<file path="src/rtl/ltc_pkg.sv">
// package for the single-wire bus transceiver mode controller
// assumes a 40 MHz timebase clock shared by every file of the block
package ltc_pkg;
  localparam int unsigned CLK_HZ        = 40_000_000;
  localparam int unsigned CLK_NS        = 25;
  // times as printed, in their own units
  localparam int unsigned DOM_TIMEOUT_US   = 6000;  // dominant_timeout, 6 ms
  localparam int unsigned TXD_RELEASE_NS   = 10000; // 10 us high to re-arm
  localparam int unsigned RESET_HOLD_US    = 4000;  // 4 ms host reset
  localparam int unsigned IGN_DEBOUNCE_US  = 160;   // ignition filter
  localparam int unsigned BUS_WAKE_US      = 150;   // bus wake dominant time
  // cycle counts: least times round up
  localparam int unsigned DOM_TIMEOUT_CYC  = DOM_TIMEOUT_US * (CLK_HZ / 1_000_000);
  localparam int unsigned TXD_RELEASE_CYC  = (TXD_RELEASE_NS + CLK_NS - 1) / CLK_NS;
  localparam int unsigned RESET_HOLD_CYC   = RESET_HOLD_US * (CLK_HZ / 1_000_000);
  localparam int unsigned IGN_DEBOUNCE_CYC = IGN_DEBOUNCE_US * (CLK_HZ / 1_000_000);
  localparam int unsigned BUS_WAKE_CYC     = BUS_WAKE_US * (CLK_HZ / 1_000_000);
  localparam int unsigned CNT_W            = 20;

  typedef enum logic [2:0] {
    LTC_UNPOWERED = 3'b000,
    LTC_FAILSAFE  = 3'b001,
    LTC_NORMAL    = 3'b010,
    LTC_SILENT    = 3'b011,
    LTC_SLEEP     = 3'b100
  } ltc_mode_e;

  typedef enum logic [1:0] {
    LTC_WK_NONE  = 2'b00,
    LTC_WK_BUS   = 2'b01,
    LTC_WK_LOCAL = 2'b10
  } ltc_wake_e;

  // analog status levels, already digital comparators
  typedef struct packed {
    logic supply_ok;    // battery_supply above supply_undervoltage_threshold
    logic supply_on;    // battery_supply above 0 V
    logic reg_ok;       // regulator output above its threshold
    logic bus_recessive;
  } ltc_status_s;
endpackage : ltc_pkg

</file>
<file path="src/rtl/ltc_fifo.sv">
// small flop FIFO with valid/ready on both sides
// assumes one clock, synchronous active-high reset
`timescale 1ns/100ps
module ltc_fifo #(
  parameter int unsigned WIDTH = 1,
  parameter int unsigned DEPTH = 4
) (
  input  wire logic             i_clock,
  input  wire logic             i_rst,
  input  wire logic             i_in_valid,
  output logic                  o_in_ready,
  input  wire logic [WIDTH-1:0] i_in_data,
  output logic                  o_out_valid,
  input  wire logic             i_out_ready,
  output logic      [WIDTH-1:0] o_out_data
);
  localparam int unsigned AW = $clog2(DEPTH);
  logic [WIDTH-1:0] mem_q [DEPTH];
  logic [AW-1:0]    wr_q;
  logic [AW-1:0]    rd_q;
  logic [AW:0]      cnt_q;
  wire              push = i_in_valid && o_in_ready;
  wire              pop  = o_out_valid && i_out_ready;

  assign o_in_ready  = (cnt_q != (AW+1)'(DEPTH));
  assign o_out_valid = (cnt_q != '0);
  assign o_out_data  = mem_q[rd_q];

  // pointer wrap assumes a power-of-two depth
  always_ff @(posedge i_clock) begin
    if (i_rst) begin
      wr_q  <= '0;
      rd_q  <= '0;
      cnt_q <= '0;
    end else begin
      if (push) wr_q <= wr_q + 1'b1;
      if (pop) rd_q <= rd_q + 1'b1;
      cnt_q <= cnt_q + (AW+1)'(push) - (AW+1)'(pop);
    end
  end

  // storage has no reset, the occupancy count guards it
  always_ff @(posedge i_clock) begin
    if (push) mem_q[wr_q] <= i_in_data;
  end
endmodule : ltc_fifo

</file>
<file path="src/rtl/ltc_mode_ctrl.sv">
// mode controller and bus data paths of the single-wire transceiver
// assumes pins and comparator outputs are asynchronous to i_clock
`timescale 1ns/100ps
// Functional notes
// - battery under-voltage blocks every bus transmission
// - first supply application enters fail-safe and enables the regulator
// - reset_out_n low whenever the regulator output is under-voltage
// - normal mode: transmit low drives dominant, high or floating stays recessive
// - fail-safe: transmit pin becomes output, low after local or ignition wake
// - transmit low beyond 6 ms forces the driver recessive
// - after time-out, driver stays off until transmit high over 10 us
// - in normal mode receive output follows bus: high recessive, low dominant
// - receive output switched off when battery supply is absent
// - enable high gives normal mode, both paths on, regulator on
// - enable falling with transmit high enters silent mode
// - enable falling with transmit low enters sleep, regulator off
// - local wake input wakes from sleep or silent
// - watchdog-disable strap high switches watchdog off, low runs it in normal and fail-safe
// - paths support 20 kBaud
// - bus wake pulse in sleep or silent enters fail-safe, receive low
// - fail-safe until enable high, then normal; reset low forces fail-safe except in sleep
// - power-up fail-safe holds reset_out_n low for 4 ms
// - ignition rising edge, debounced 160 us, is a wake event
module ltc_mode_ctrl
  import ltc_pkg::*;
#(
  parameter int unsigned DOM_CYC   = DOM_TIMEOUT_CYC,
  parameter int unsigned RES_CYC   = RESET_HOLD_CYC,
  parameter int unsigned BWAKE_CYC = BUS_WAKE_CYC,
  parameter int unsigned IGN_CYC   = IGN_DEBOUNCE_CYC,
  parameter int unsigned FIFO_DEPTH = 4
) (
  input  wire logic        i_clock,
  input  wire logic        i_rst,
  input  wire ltc_status_s i_status,
  input  wire logic        i_txd,
  input  wire logic        i_enable,
  input  wire logic        i_local_wake_n,
  input  wire logic        i_ignition_wake_input,
  input  wire logic        i_wdog_disable_strap,
  input  wire logic        i_factory_test_input,
  output logic             o_bus_dominant,
  output logic             o_rxd,
  output logic             o_rxd_oe,
  output logic             o_txd_out,
  output logic             o_txd_oe,
  output logic             o_reg_on,
  output logic             o_reset_out_n,
  output logic             o_inh,
  output logic             o_wdog_en,
  output logic [2:0]       o_mode
);
  // two-flop synchronisers for all asynchronous inputs
  localparam int unsigned NSYNC = 10;
  logic [NSYNC-1:0] s1_q;
  logic [NSYNC-1:0] s2_q;
  wire  [NSYNC-1:0] raw = {i_status, i_txd, i_enable, i_local_wake_n,
                           i_ignition_wake_input, i_wdog_disable_strap, i_factory_test_input};
  always_ff @(posedge i_clock) begin
    if (i_rst) begin
      s1_q <= NSYNC'(10'h3e8); // idle pin levels, enable low so no false edge
      s2_q <= NSYNC'(10'h3e8);
    end else begin
      s1_q <= raw;
      s2_q <= s1_q;
    end
  end
  wire supply_ok = s2_q[9];
  wire supply_on = s2_q[8];
  wire reg_ok    = s2_q[7];
  wire bus_rec   = s2_q[6];
  wire txd       = s2_q[5];
  wire en        = s2_q[4];
  wire lwake_n   = s2_q[3];
  wire ign       = s2_q[2];
  wire wd_strap  = s2_q[1];

  ltc_mode_e mode_q;
  ltc_mode_e mode_d;
  ltc_wake_e wake_q;
  logic      en_q;
  logic      lwake_q;
  logic      ign_q;
  logic      bus_q;
  logic [CNT_W-1:0] dom_q;
  logic [CNT_W-1:0] rel_q;
  logic             tout_q;
  logic [CNT_W-1:0] res_q;
  logic [CNT_W-1:0] bw_q;
  logic [CNT_W-1:0] ig_q;
  logic             ign_arm_q;

  // edge and event decode
  wire en_fall   = en_q && !en;
  wire lwake_ev  = lwake_q && !lwake_n;           // falling edge on local wake
  wire ign_rise  = !ign_q && ign;
  wire ign_ev    = ign_arm_q && ign && (ig_q == CNT_W'(IGN_CYC));
  wire bus_ev    = !bus_q && bus_rec && (bw_q >= CNT_W'(BWAKE_CYC));
  wire low_power = (mode_q == LTC_SLEEP) || (mode_q == LTC_SILENT);
  wire local_ev  = low_power && (lwake_ev || ign_ev);
  wire res_busy  = (res_q != '0);
  wire reset_low = res_busy || !reg_ok;

  // mode transitions
  always_comb begin
    mode_d = mode_q;
    case (mode_q)
      LTC_UNPOWERED: if (supply_ok) mode_d = LTC_FAILSAFE;
      LTC_FAILSAFE:  if (en && !reset_low) mode_d = LTC_NORMAL;
      LTC_NORMAL: begin
        if (reset_low) mode_d = LTC_FAILSAFE;
        else if (en_fall) mode_d = txd ? LTC_SILENT : LTC_SLEEP;
      end
      LTC_SILENT, LTC_SLEEP: begin
        if (local_ev || bus_ev || en || !supply_ok) mode_d = LTC_FAILSAFE;
        else if (mode_q == LTC_SILENT && reset_low) mode_d = LTC_FAILSAFE;
      end
      default: mode_d = LTC_FAILSAFE;
    endcase
    if (!supply_on) mode_d = LTC_UNPOWERED;
  end

  always_ff @(posedge i_clock) begin
    if (i_rst) begin
      mode_q    <= LTC_UNPOWERED;
      en_q      <= 1'b0;
      lwake_q   <= 1'b1;
      ign_q     <= 1'b0;
      bus_q     <= 1'b1;
    end else begin
      mode_q  <= mode_d;
      en_q    <= en;
      lwake_q <= lwake_n;
      ign_q   <= ign;
      bus_q   <= bus_rec;
    end
  end

  // last wake source, kept until the next wake, cleared while unpowered
  always_ff @(posedge i_clock) begin
    if (i_rst) wake_q <= LTC_WK_NONE;
    else if (local_ev) wake_q <= LTC_WK_LOCAL;
    else if (low_power && bus_ev) wake_q <= LTC_WK_BUS;
    else if (mode_q == LTC_UNPOWERED) wake_q <= LTC_WK_NONE;
  end

  // ignition debounce: level must stay high after the rising edge
  always_ff @(posedge i_clock) begin
    if (i_rst || !ign) begin
      ig_q      <= '0;
      ign_arm_q <= 1'b0;
    end else if (ign_rise) begin
      ig_q      <= '0;
      ign_arm_q <= 1'b1;
    end else if (ign_arm_q) begin
      if (ig_q == CNT_W'(IGN_CYC)) ign_arm_q <= 1'b0; // one event per edge
      else ig_q <= ig_q + 1'b1;
    end
  end

  // bus dominant length for remote wake, saturating
  always_ff @(posedge i_clock) begin
    if (i_rst || (bus_rec && bus_q)) bw_q <= '0;
    else if (!bus_rec && bw_q != CNT_W'(BWAKE_CYC)) bw_q <= bw_q + 1'b1;
  end

  // power-up reset hold, restarted on every entry from unpowered
  always_ff @(posedge i_clock) begin
    if (i_rst) res_q <= '0;
    else if (mode_q == LTC_UNPOWERED && mode_d == LTC_FAILSAFE) res_q <= CNT_W'(RES_CYC);
    else if (res_busy) res_q <= res_q - 1'b1;
  end

  // dominant time-out and release timer on the transmit input
  always_ff @(posedge i_clock) begin
    if (i_rst) begin
      dom_q  <= '0;
      rel_q  <= '0;
      tout_q <= 1'b0;
    end else if (!txd) begin
      rel_q <= '0;
      if (dom_q == CNT_W'(DOM_CYC)) tout_q <= 1'b1;
      else dom_q <= dom_q + 1'b1;
    end else begin
      dom_q <= '0;
      if (rel_q == CNT_W'(TXD_RELEASE_CYC)) tout_q <= 1'b0;
      else rel_q <= rel_q + 1'b1;
    end
  end

  // bus driver path goes through the small FIFO; sampling at 40 MHz is
  // far beyond 20 kBaud, so a few cycles of latency cost nothing
  wire tx_dom_d = (mode_q == LTC_NORMAL) && !txd && !tout_q && supply_ok;
  wire tx_valid;
  wire tx_ready;
  wire tx_out;
  ltc_fifo #(.WIDTH(1), .DEPTH(FIFO_DEPTH)) ltc_fifo_i (
    .i_clock     (i_clock),
    .i_rst       (i_rst),
    .i_in_valid  (1'b1),
    .i_in_data   (tx_dom_d),
    .o_in_ready  (tx_ready),
    .o_out_valid (tx_valid),
    .i_out_ready (1'b1),
    .o_out_data  (tx_out)
  );

  // receive output per mode
  wire rx_d = (mode_q == LTC_NORMAL)   ? bus_rec :
              (mode_q == LTC_FAILSAFE) ? (wake_q != LTC_WK_BUS) :
              (mode_q == LTC_SILENT);
  wire outs_on = (mode_q == LTC_NORMAL) || (mode_q == LTC_FAILSAFE);

  always_ff @(posedge i_clock) begin
    if (i_rst) begin
      o_bus_dominant <= 1'b0;
      o_rxd          <= 1'b1;
      o_rxd_oe       <= 1'b0;
      o_txd_out      <= 1'b1;
      o_txd_oe       <= 1'b0;
      o_reg_on       <= 1'b0;
      o_reset_out_n  <= 1'b0;
      o_inh          <= 1'b0;
      o_wdog_en      <= 1'b0;
      o_mode         <= 3'h0;
    end else begin
      o_bus_dominant <= tx_valid && tx_ready && tx_out && supply_ok;
      o_rxd          <= rx_d;
      o_rxd_oe       <= supply_on && mode_q != LTC_UNPOWERED;
      o_txd_out      <= (wake_q != LTC_WK_LOCAL);
      o_txd_oe       <= (mode_q == LTC_FAILSAFE);
      o_reg_on       <= (mode_q != LTC_SLEEP) && (mode_q != LTC_UNPOWERED);
      o_reset_out_n  <= !reset_low && mode_q != LTC_SLEEP;
      o_inh          <= outs_on && !reset_low;
      o_wdog_en      <= outs_on && !wd_strap;
      o_mode         <= mode_q;
    end
  end

  // assertions
  dom_timeout_a: assert property (@(posedge i_clock) disable iff (i_rst)
    tout_q |-> ##2 !o_bus_dominant [*3]) else $error("driver active after time-out");
  uv_block_a: assert property (@(posedge i_clock) disable iff (i_rst)
    !supply_ok |=> !o_bus_dominant) else $error("transmit during under-voltage");
  reset_low_a: assert property (@(posedge i_clock) disable iff (i_rst)
    !reg_ok |=> !o_reset_out_n) else $error("reset not low on regulator fault");
  sleep_entry_a: assert property (@(posedge i_clock) disable iff (i_rst)
    (mode_q == LTC_NORMAL && en_fall && !txd && !reset_low && supply_on) |=> mode_q == LTC_SLEEP)
    else $error("sleep not entered");
  silent_entry_a: assert property (@(posedge i_clock) disable iff (i_rst)
    (mode_q == LTC_NORMAL && en_fall && txd && !reset_low && supply_on) |=> mode_q == LTC_SILENT)
    else $error("silent not entered");
  reg_off_a: assert property (@(posedge i_clock) disable iff (i_rst)
    mode_q == LTC_SLEEP |=> !o_reg_on) else $error("regulator on in sleep");
  rx_follow_a: assert property (@(posedge i_clock) disable iff (i_rst)
    mode_q == LTC_NORMAL |=> o_rxd == $past(bus_rec)) else $error("receive not following bus");
  rx_off_a: assert property (@(posedge i_clock) disable iff (i_rst)
    !supply_on |=> !o_rxd_oe) else $error("receive driven while unpowered");
  wdog_strap_a: assert property (@(posedge i_clock) disable iff (i_rst)
    wd_strap |=> !o_wdog_en) else $error("watchdog on with strap high");
  fs_exit_a: assert property (@(posedge i_clock) disable iff (i_rst)
    (mode_q == LTC_FAILSAFE && en && !reset_low && supply_on) |=> mode_q == LTC_NORMAL)
    else $error("fail-safe exit missed");
  // a held reset must pin fail-safe, else the mode flips every cycle
  fs_hold_a: assert property (@(posedge i_clock) disable iff (i_rst)
    (mode_q == LTC_FAILSAFE && reset_low && supply_on) |=> mode_q == LTC_FAILSAFE)
    else $error("fail-safe left during reset");
  normal_fault_a: assert property (@(posedge i_clock) disable iff (i_rst)
    (mode_q == LTC_NORMAL && reset_low && supply_on) |=> mode_q == LTC_FAILSAFE)
    else $error("normal kept during reset");
  reset_hold_a: assert property (@(posedge i_clock) disable iff (i_rst)
    res_busy |=> !o_reset_out_n)
    else $error("host reset released early");
  power_up_a: assert property (@(posedge i_clock) disable iff (i_rst)
    (mode_q == LTC_UNPOWERED && supply_ok && supply_on) |=> (mode_q == LTC_FAILSAFE) ##1 o_reg_on)
    else $error("power-up entry missed");
  fs_txd_oe_a: assert property (@(posedge i_clock) disable iff (i_rst)
    mode_q == LTC_FAILSAFE |=> o_txd_oe)
    else $error("transmit pin not output in fail-safe");
  local_wake_a: assert property (@(posedge i_clock) disable iff (i_rst)
    (local_ev && supply_on) |=> (mode_q == LTC_FAILSAFE) ##1 !o_txd_out)
    else $error("local wake not taken");
  ign_wake_a: assert property (@(posedge i_clock) disable iff (i_rst)
    (low_power && ign_ev && supply_on) |=> mode_q == LTC_FAILSAFE)
    else $error("ignition wake not taken");
  bus_wake_a: assert property (@(posedge i_clock) disable iff (i_rst)
    (low_power && bus_ev && !local_ev && supply_on) |=> (mode_q == LTC_FAILSAFE) ##1 !o_rxd)
    else $error("bus wake not taken");
  // two cycles: one through the fifo, one into the output flop
  silent_quiet_a: assert property (@(posedge i_clock) disable iff (i_rst)
    mode_q == LTC_SILENT |-> ##2 !o_bus_dominant)
    else $error("driver active in silent");
  sleep_quiet_a: assert property (@(posedge i_clock) disable iff (i_rst)
    mode_q == LTC_SLEEP |-> ##2 !o_bus_dominant)
    else $error("driver active in sleep");
  normal_tx_a: assert property (@(posedge i_clock) disable iff (i_rst)
    (mode_q == LTC_NORMAL && !txd && !tout_q && supply_ok) ##1 supply_ok |-> ##1 o_bus_dominant)
    else $error("dominant not driven");
  normal_rec_a: assert property (@(posedge i_clock) disable iff (i_rst)
    (mode_q == LTC_NORMAL && txd) |-> ##2 !o_bus_dominant)
    else $error("dominant with transmit high");
  dom_hold_a: assert property (@(posedge i_clock) disable iff (i_rst)
    (tout_q && !txd) |=> tout_q)
    else $error("time-out cleared while transmit low");
endmodule : ltc_mode_ctrl

</file>
<file path="config.mk">
export PLATFORM = sky130hd
export DESIGN_NAME = ltc_mode_ctrl
export DESIGN_NICKNAME = d
export VERILOG_FILES = /design/src/rtl/ltc_pkg.sv /design/src/rtl/ltc_fifo.sv /design/src/rtl/ltc_mode_ctrl.sv
export SDC_FILE = /design/constraint.sdc
export NUM_CORES = 1
export LEC_CHECK = 0
export ABC_AREA = 1
export BUFFER_PORTS_ARGS = -buffer_cell sky130_fd_sc_hd__buf_2
export CAP_MARGIN = 20
export CORE_UTILIZATION = 45
export DETAILED_ROUTE_END_ITERATION = 10
export HOLD_SLACK_MARGIN = 0.15
export PLACE_DENSITY = 0.69
export SYNTH_ARGS = -nofsm -noshare
export SYNTH_HDL_FRONTEND = slang
export SYNTH_SLANG_ARGS = --single-unit
export TNS_END_PERCENT = 5
</file>
<file path="constraint.sdc">
create_clock -name i_clock -period 1.75 [get_ports i_clock]
set_input_delay 0.2625 -clock i_clock [delete_from_list [all_inputs] [get_ports i_clock]]
set_output_delay 0.2625 -clock i_clock [all_outputs]
set_load 0.02 [all_outputs]
</file>
==> results.cfg <==
[critical_path]
path_max_fanout = 7
r2r_cells = 8
path_class = flip-flop to flip-flop
crit_arrival_ns = 2.15
crit_required_ns = 2.05
end_kind = flip-flop
start_kind = flip-flop

[drt]
top_layer = met4
via_count = 6736
route.met2.wl_mm = 7.73
drtIter0Drc = 385
final_antenna_net_count = 0
vias_per_cell = 4.91
dr.pass1.iters = 5
wirelength_mm = 16.4
drc = 0
wl_met3_um = 541
wire_per_inst_um = 12.0
met1_length_mm = 7.92

[cells_and_area]
fillers = 1420
antennaDiodeCount = 0
fin_area_um2 = 9480
post-route-util_pct = 59.7
area_delta_synth_final_pct = 29.0
layout.nets = 1171
final_cell_mix = nand2_1 (175), dfxtp_1 (142), inv_1 (128), nor2_1 (113), buf_4 (109)
final_common_cell = nand2_1
stdcell_count = 1373
drive_gt1_share_pct = 23.0

[timing]
post-route-min-period_ns = 1.85
setup_viol = 24
fin_crit_sh_pct = 106
clock.fmax_ghz = 0.540
postLayoutSetupSlackWorst_ns = -0.102
tns_ns = -0.781
whs_ns = 0.222
maxSlewViolCount = 0
final-hold-violation-count = 0
clock_skew_ns = 0.00608
rsz0062_at_grt = true

[job]
maxCapViolCount = 0

[placement]
io_buffer_count = 22
dp.cells = 1325
place_ws_ns = -0.124
hpwl_mm = 11.9
dpl_cell_area_um2 = 8490
place_congestion = 0.875

[cts]
clk_pin_slew_ns = 0.06
clock_path_buffers = 2
cts_tree = built
clock_latency_ns = 0.43
cts_buffers = 17
htreeDepth = 4
cts.sink_count = 154
cts-root-buf = clkbuf_16

[yosys]
synth_nets = 1024
seq_area_frac_synth_pct = 42.5
synth_top_cells_by_area = dfxtp_1 (41%), nand2_1 (9.5%), inv_1 (6.9%)
yosys.area.top_type_share_pct = 40.9
synth.distinct_cells = 42
yosys_warnings = 0
synth_area_um2 = 7350
ys_ff_latch = 154
synth_top_cell_by_area = dfxtp_1
syn_avg_cell_area_um2 = 7.37
synthCells = 997

[global_routing]
grt_first_pass_wirelength_mm = 27.9
grt_pass1_vias = 6235
grtUsageTotal_pct = 20.8
grt_max_degree = 23
grt-ovfl-total = 0
antenna_found_initial = 0

[die]
initial_core_util_pct = 46.2
core_area_um2 = 15900
pin_count = 24
die_w_um = 130
fp.dieArea_um2 = 16800
die_height_um = 130
core.rowCount = 46

[hold_path]
whs_path_depth = 2
hp-class = primary input to flip-flop

[power]
cellPowerDensity_nw_per_um2 = 1060
intPower_mw = 7.25
total_leakage_power_nw = 3.82
p_clk_share_pct = 39.3
power_switching_mw = 2.80
swShare_pct = 27.9
ir_drop_v = 0.000784
seqPwrFrac_pct = 39.4
comb_power_share_pct = 21.4
p_total_mw = 10.1

[outcome]
failed_checks = setup timing
status = finished, violations left
path summary, 6_finish.rpt:
check / from / to / slack, ns
worst max-delay path: dom_q[1]$_SDFFE_PP0N_ / dom_q[0]$_SDFFE_PP0N_ / -0.10
worst min-delay path: i_rst / s1_q[4]$_SDFF_PP0_ / 0.22
worst max register to register: dom_q[1]$_SDFFE_PP0N_ / dom_q[0]$_SDFFE_PP0N_ / -0.10
worst min register to register: s2_q[1]$_SDFF_PP0_ / o_wdog_en$_SDFF_PP0_ / 0.40
per-layer routing:
layer	vias to the layer above	global-route usage (%)
met3	22	4.84
li1	3541	-
met1	3058	27.0
met4	0	6.43
met5	-	0
met2	115	34.4
layout make-up:
| type | instances | area (um2) | share of cell area (%) |
|---|---|---|---|
| clock buffer | 19 | 433 | 4.57 |
| multi-input combinational | 688 | 3830 | 40.4 |
| clock inverter | 13 | 200 | 2.11 |
| tap | 216 | 270 | 2.85 |
| timing repair buffer | 145 | 1090 | 11.5 |
| sequential | 154 | 3140 | 33.1 |
| inverter | 138 | 518 | 5.47 |
kinds of logic (layout without fill, tap and decap cells):
group	after synthesis	in the layout	synth area share, %
compound gates	150	150	10.8
buf+inv	155	315	8.18
simple gates	486	486	31.5
fa+ha+maj	15	15	2.66
xor+xnor	36	36	4.29
other cells	1	1	0.0510
flops	154	154	42.5
state kept, by name, summed over array words and instances (netlist names), 2 cells and up, named ones only:
register          flops
s1_q                  9
rel_q                20
mode_q                3
bw_q                 20
s2_q                  9
res_q                20
dom_q                20
ig_q                 20
o_mode                3
ltc_fifo_i.rd_q       2
wake_q                2
ltc_fifo_i.mem_q      4
ltc_fifo_i.cnt_q      3
ltc_fifo_i.wr_q       2
Yosys cell counts:
cell,count
buf_12,1
nor3_2,1
dfxtp_1,150
a22oi_1,3
nor2_1,119
xnor2_1,7
a31o_2,1
buf_2,2
nand2_4,2
ha_1,14
inv_2,2
o21a_1,4
o21ai_0,39
or3_1,1
nand2_2,3
edfxtp_1,4
or2_0,1
nand4_4,1
xor2_1,29
or2_2,14
and3_1,2
nor2_2,6
nand2_1,186
a31oi_1,5
o31ai_1,1
nand3_1,38
clkbuf_1,14
nor2_4,17
nor3_1,39
nor3b_1,6
o2111ai_1,1
conb_1,1
o21ai_1,3
a21oi_2,1
a211oi_1,2
o21bai_1,1
nor3_4,1
inv_1,136
fa_1,1
a21oi_1,89
nand4_1,33
nor4_1,16
worst max-delay path, stage by stage, from the launching register on:
cell	delay, ns
dfxtp_2	0.34
buf_4	0.13
inv_1	0.10
ha_1	0.16
nand3_1	0.12
nor4_2	0.22
nand4_1	0.31
o21ai_0	0.29
a21oi_1	0.06
repair_timing:
action / CTS / global route
hold buffers: 9 / 0
hold endpoints to repair: 9 / 0
pin swaps: 3 / 17
buffers inserted: 0 / 7
endpoints found under the setup margin: 15 / 69
gates resized for setup: 5 / 60
power groups by stage:
stage	sequential [mW]	combinational [mW]	clock, mW
finish	3.96	2.15	3.95
global route	3.99	2.41	4.18
CTS	3.95	2.05	4.04
global placement	4.01	1.97	0
detailed placement	4.03	2.01	0
floorplan	4.04	1.30	0
Note: power is estimated with default switching activity, not from simulation.
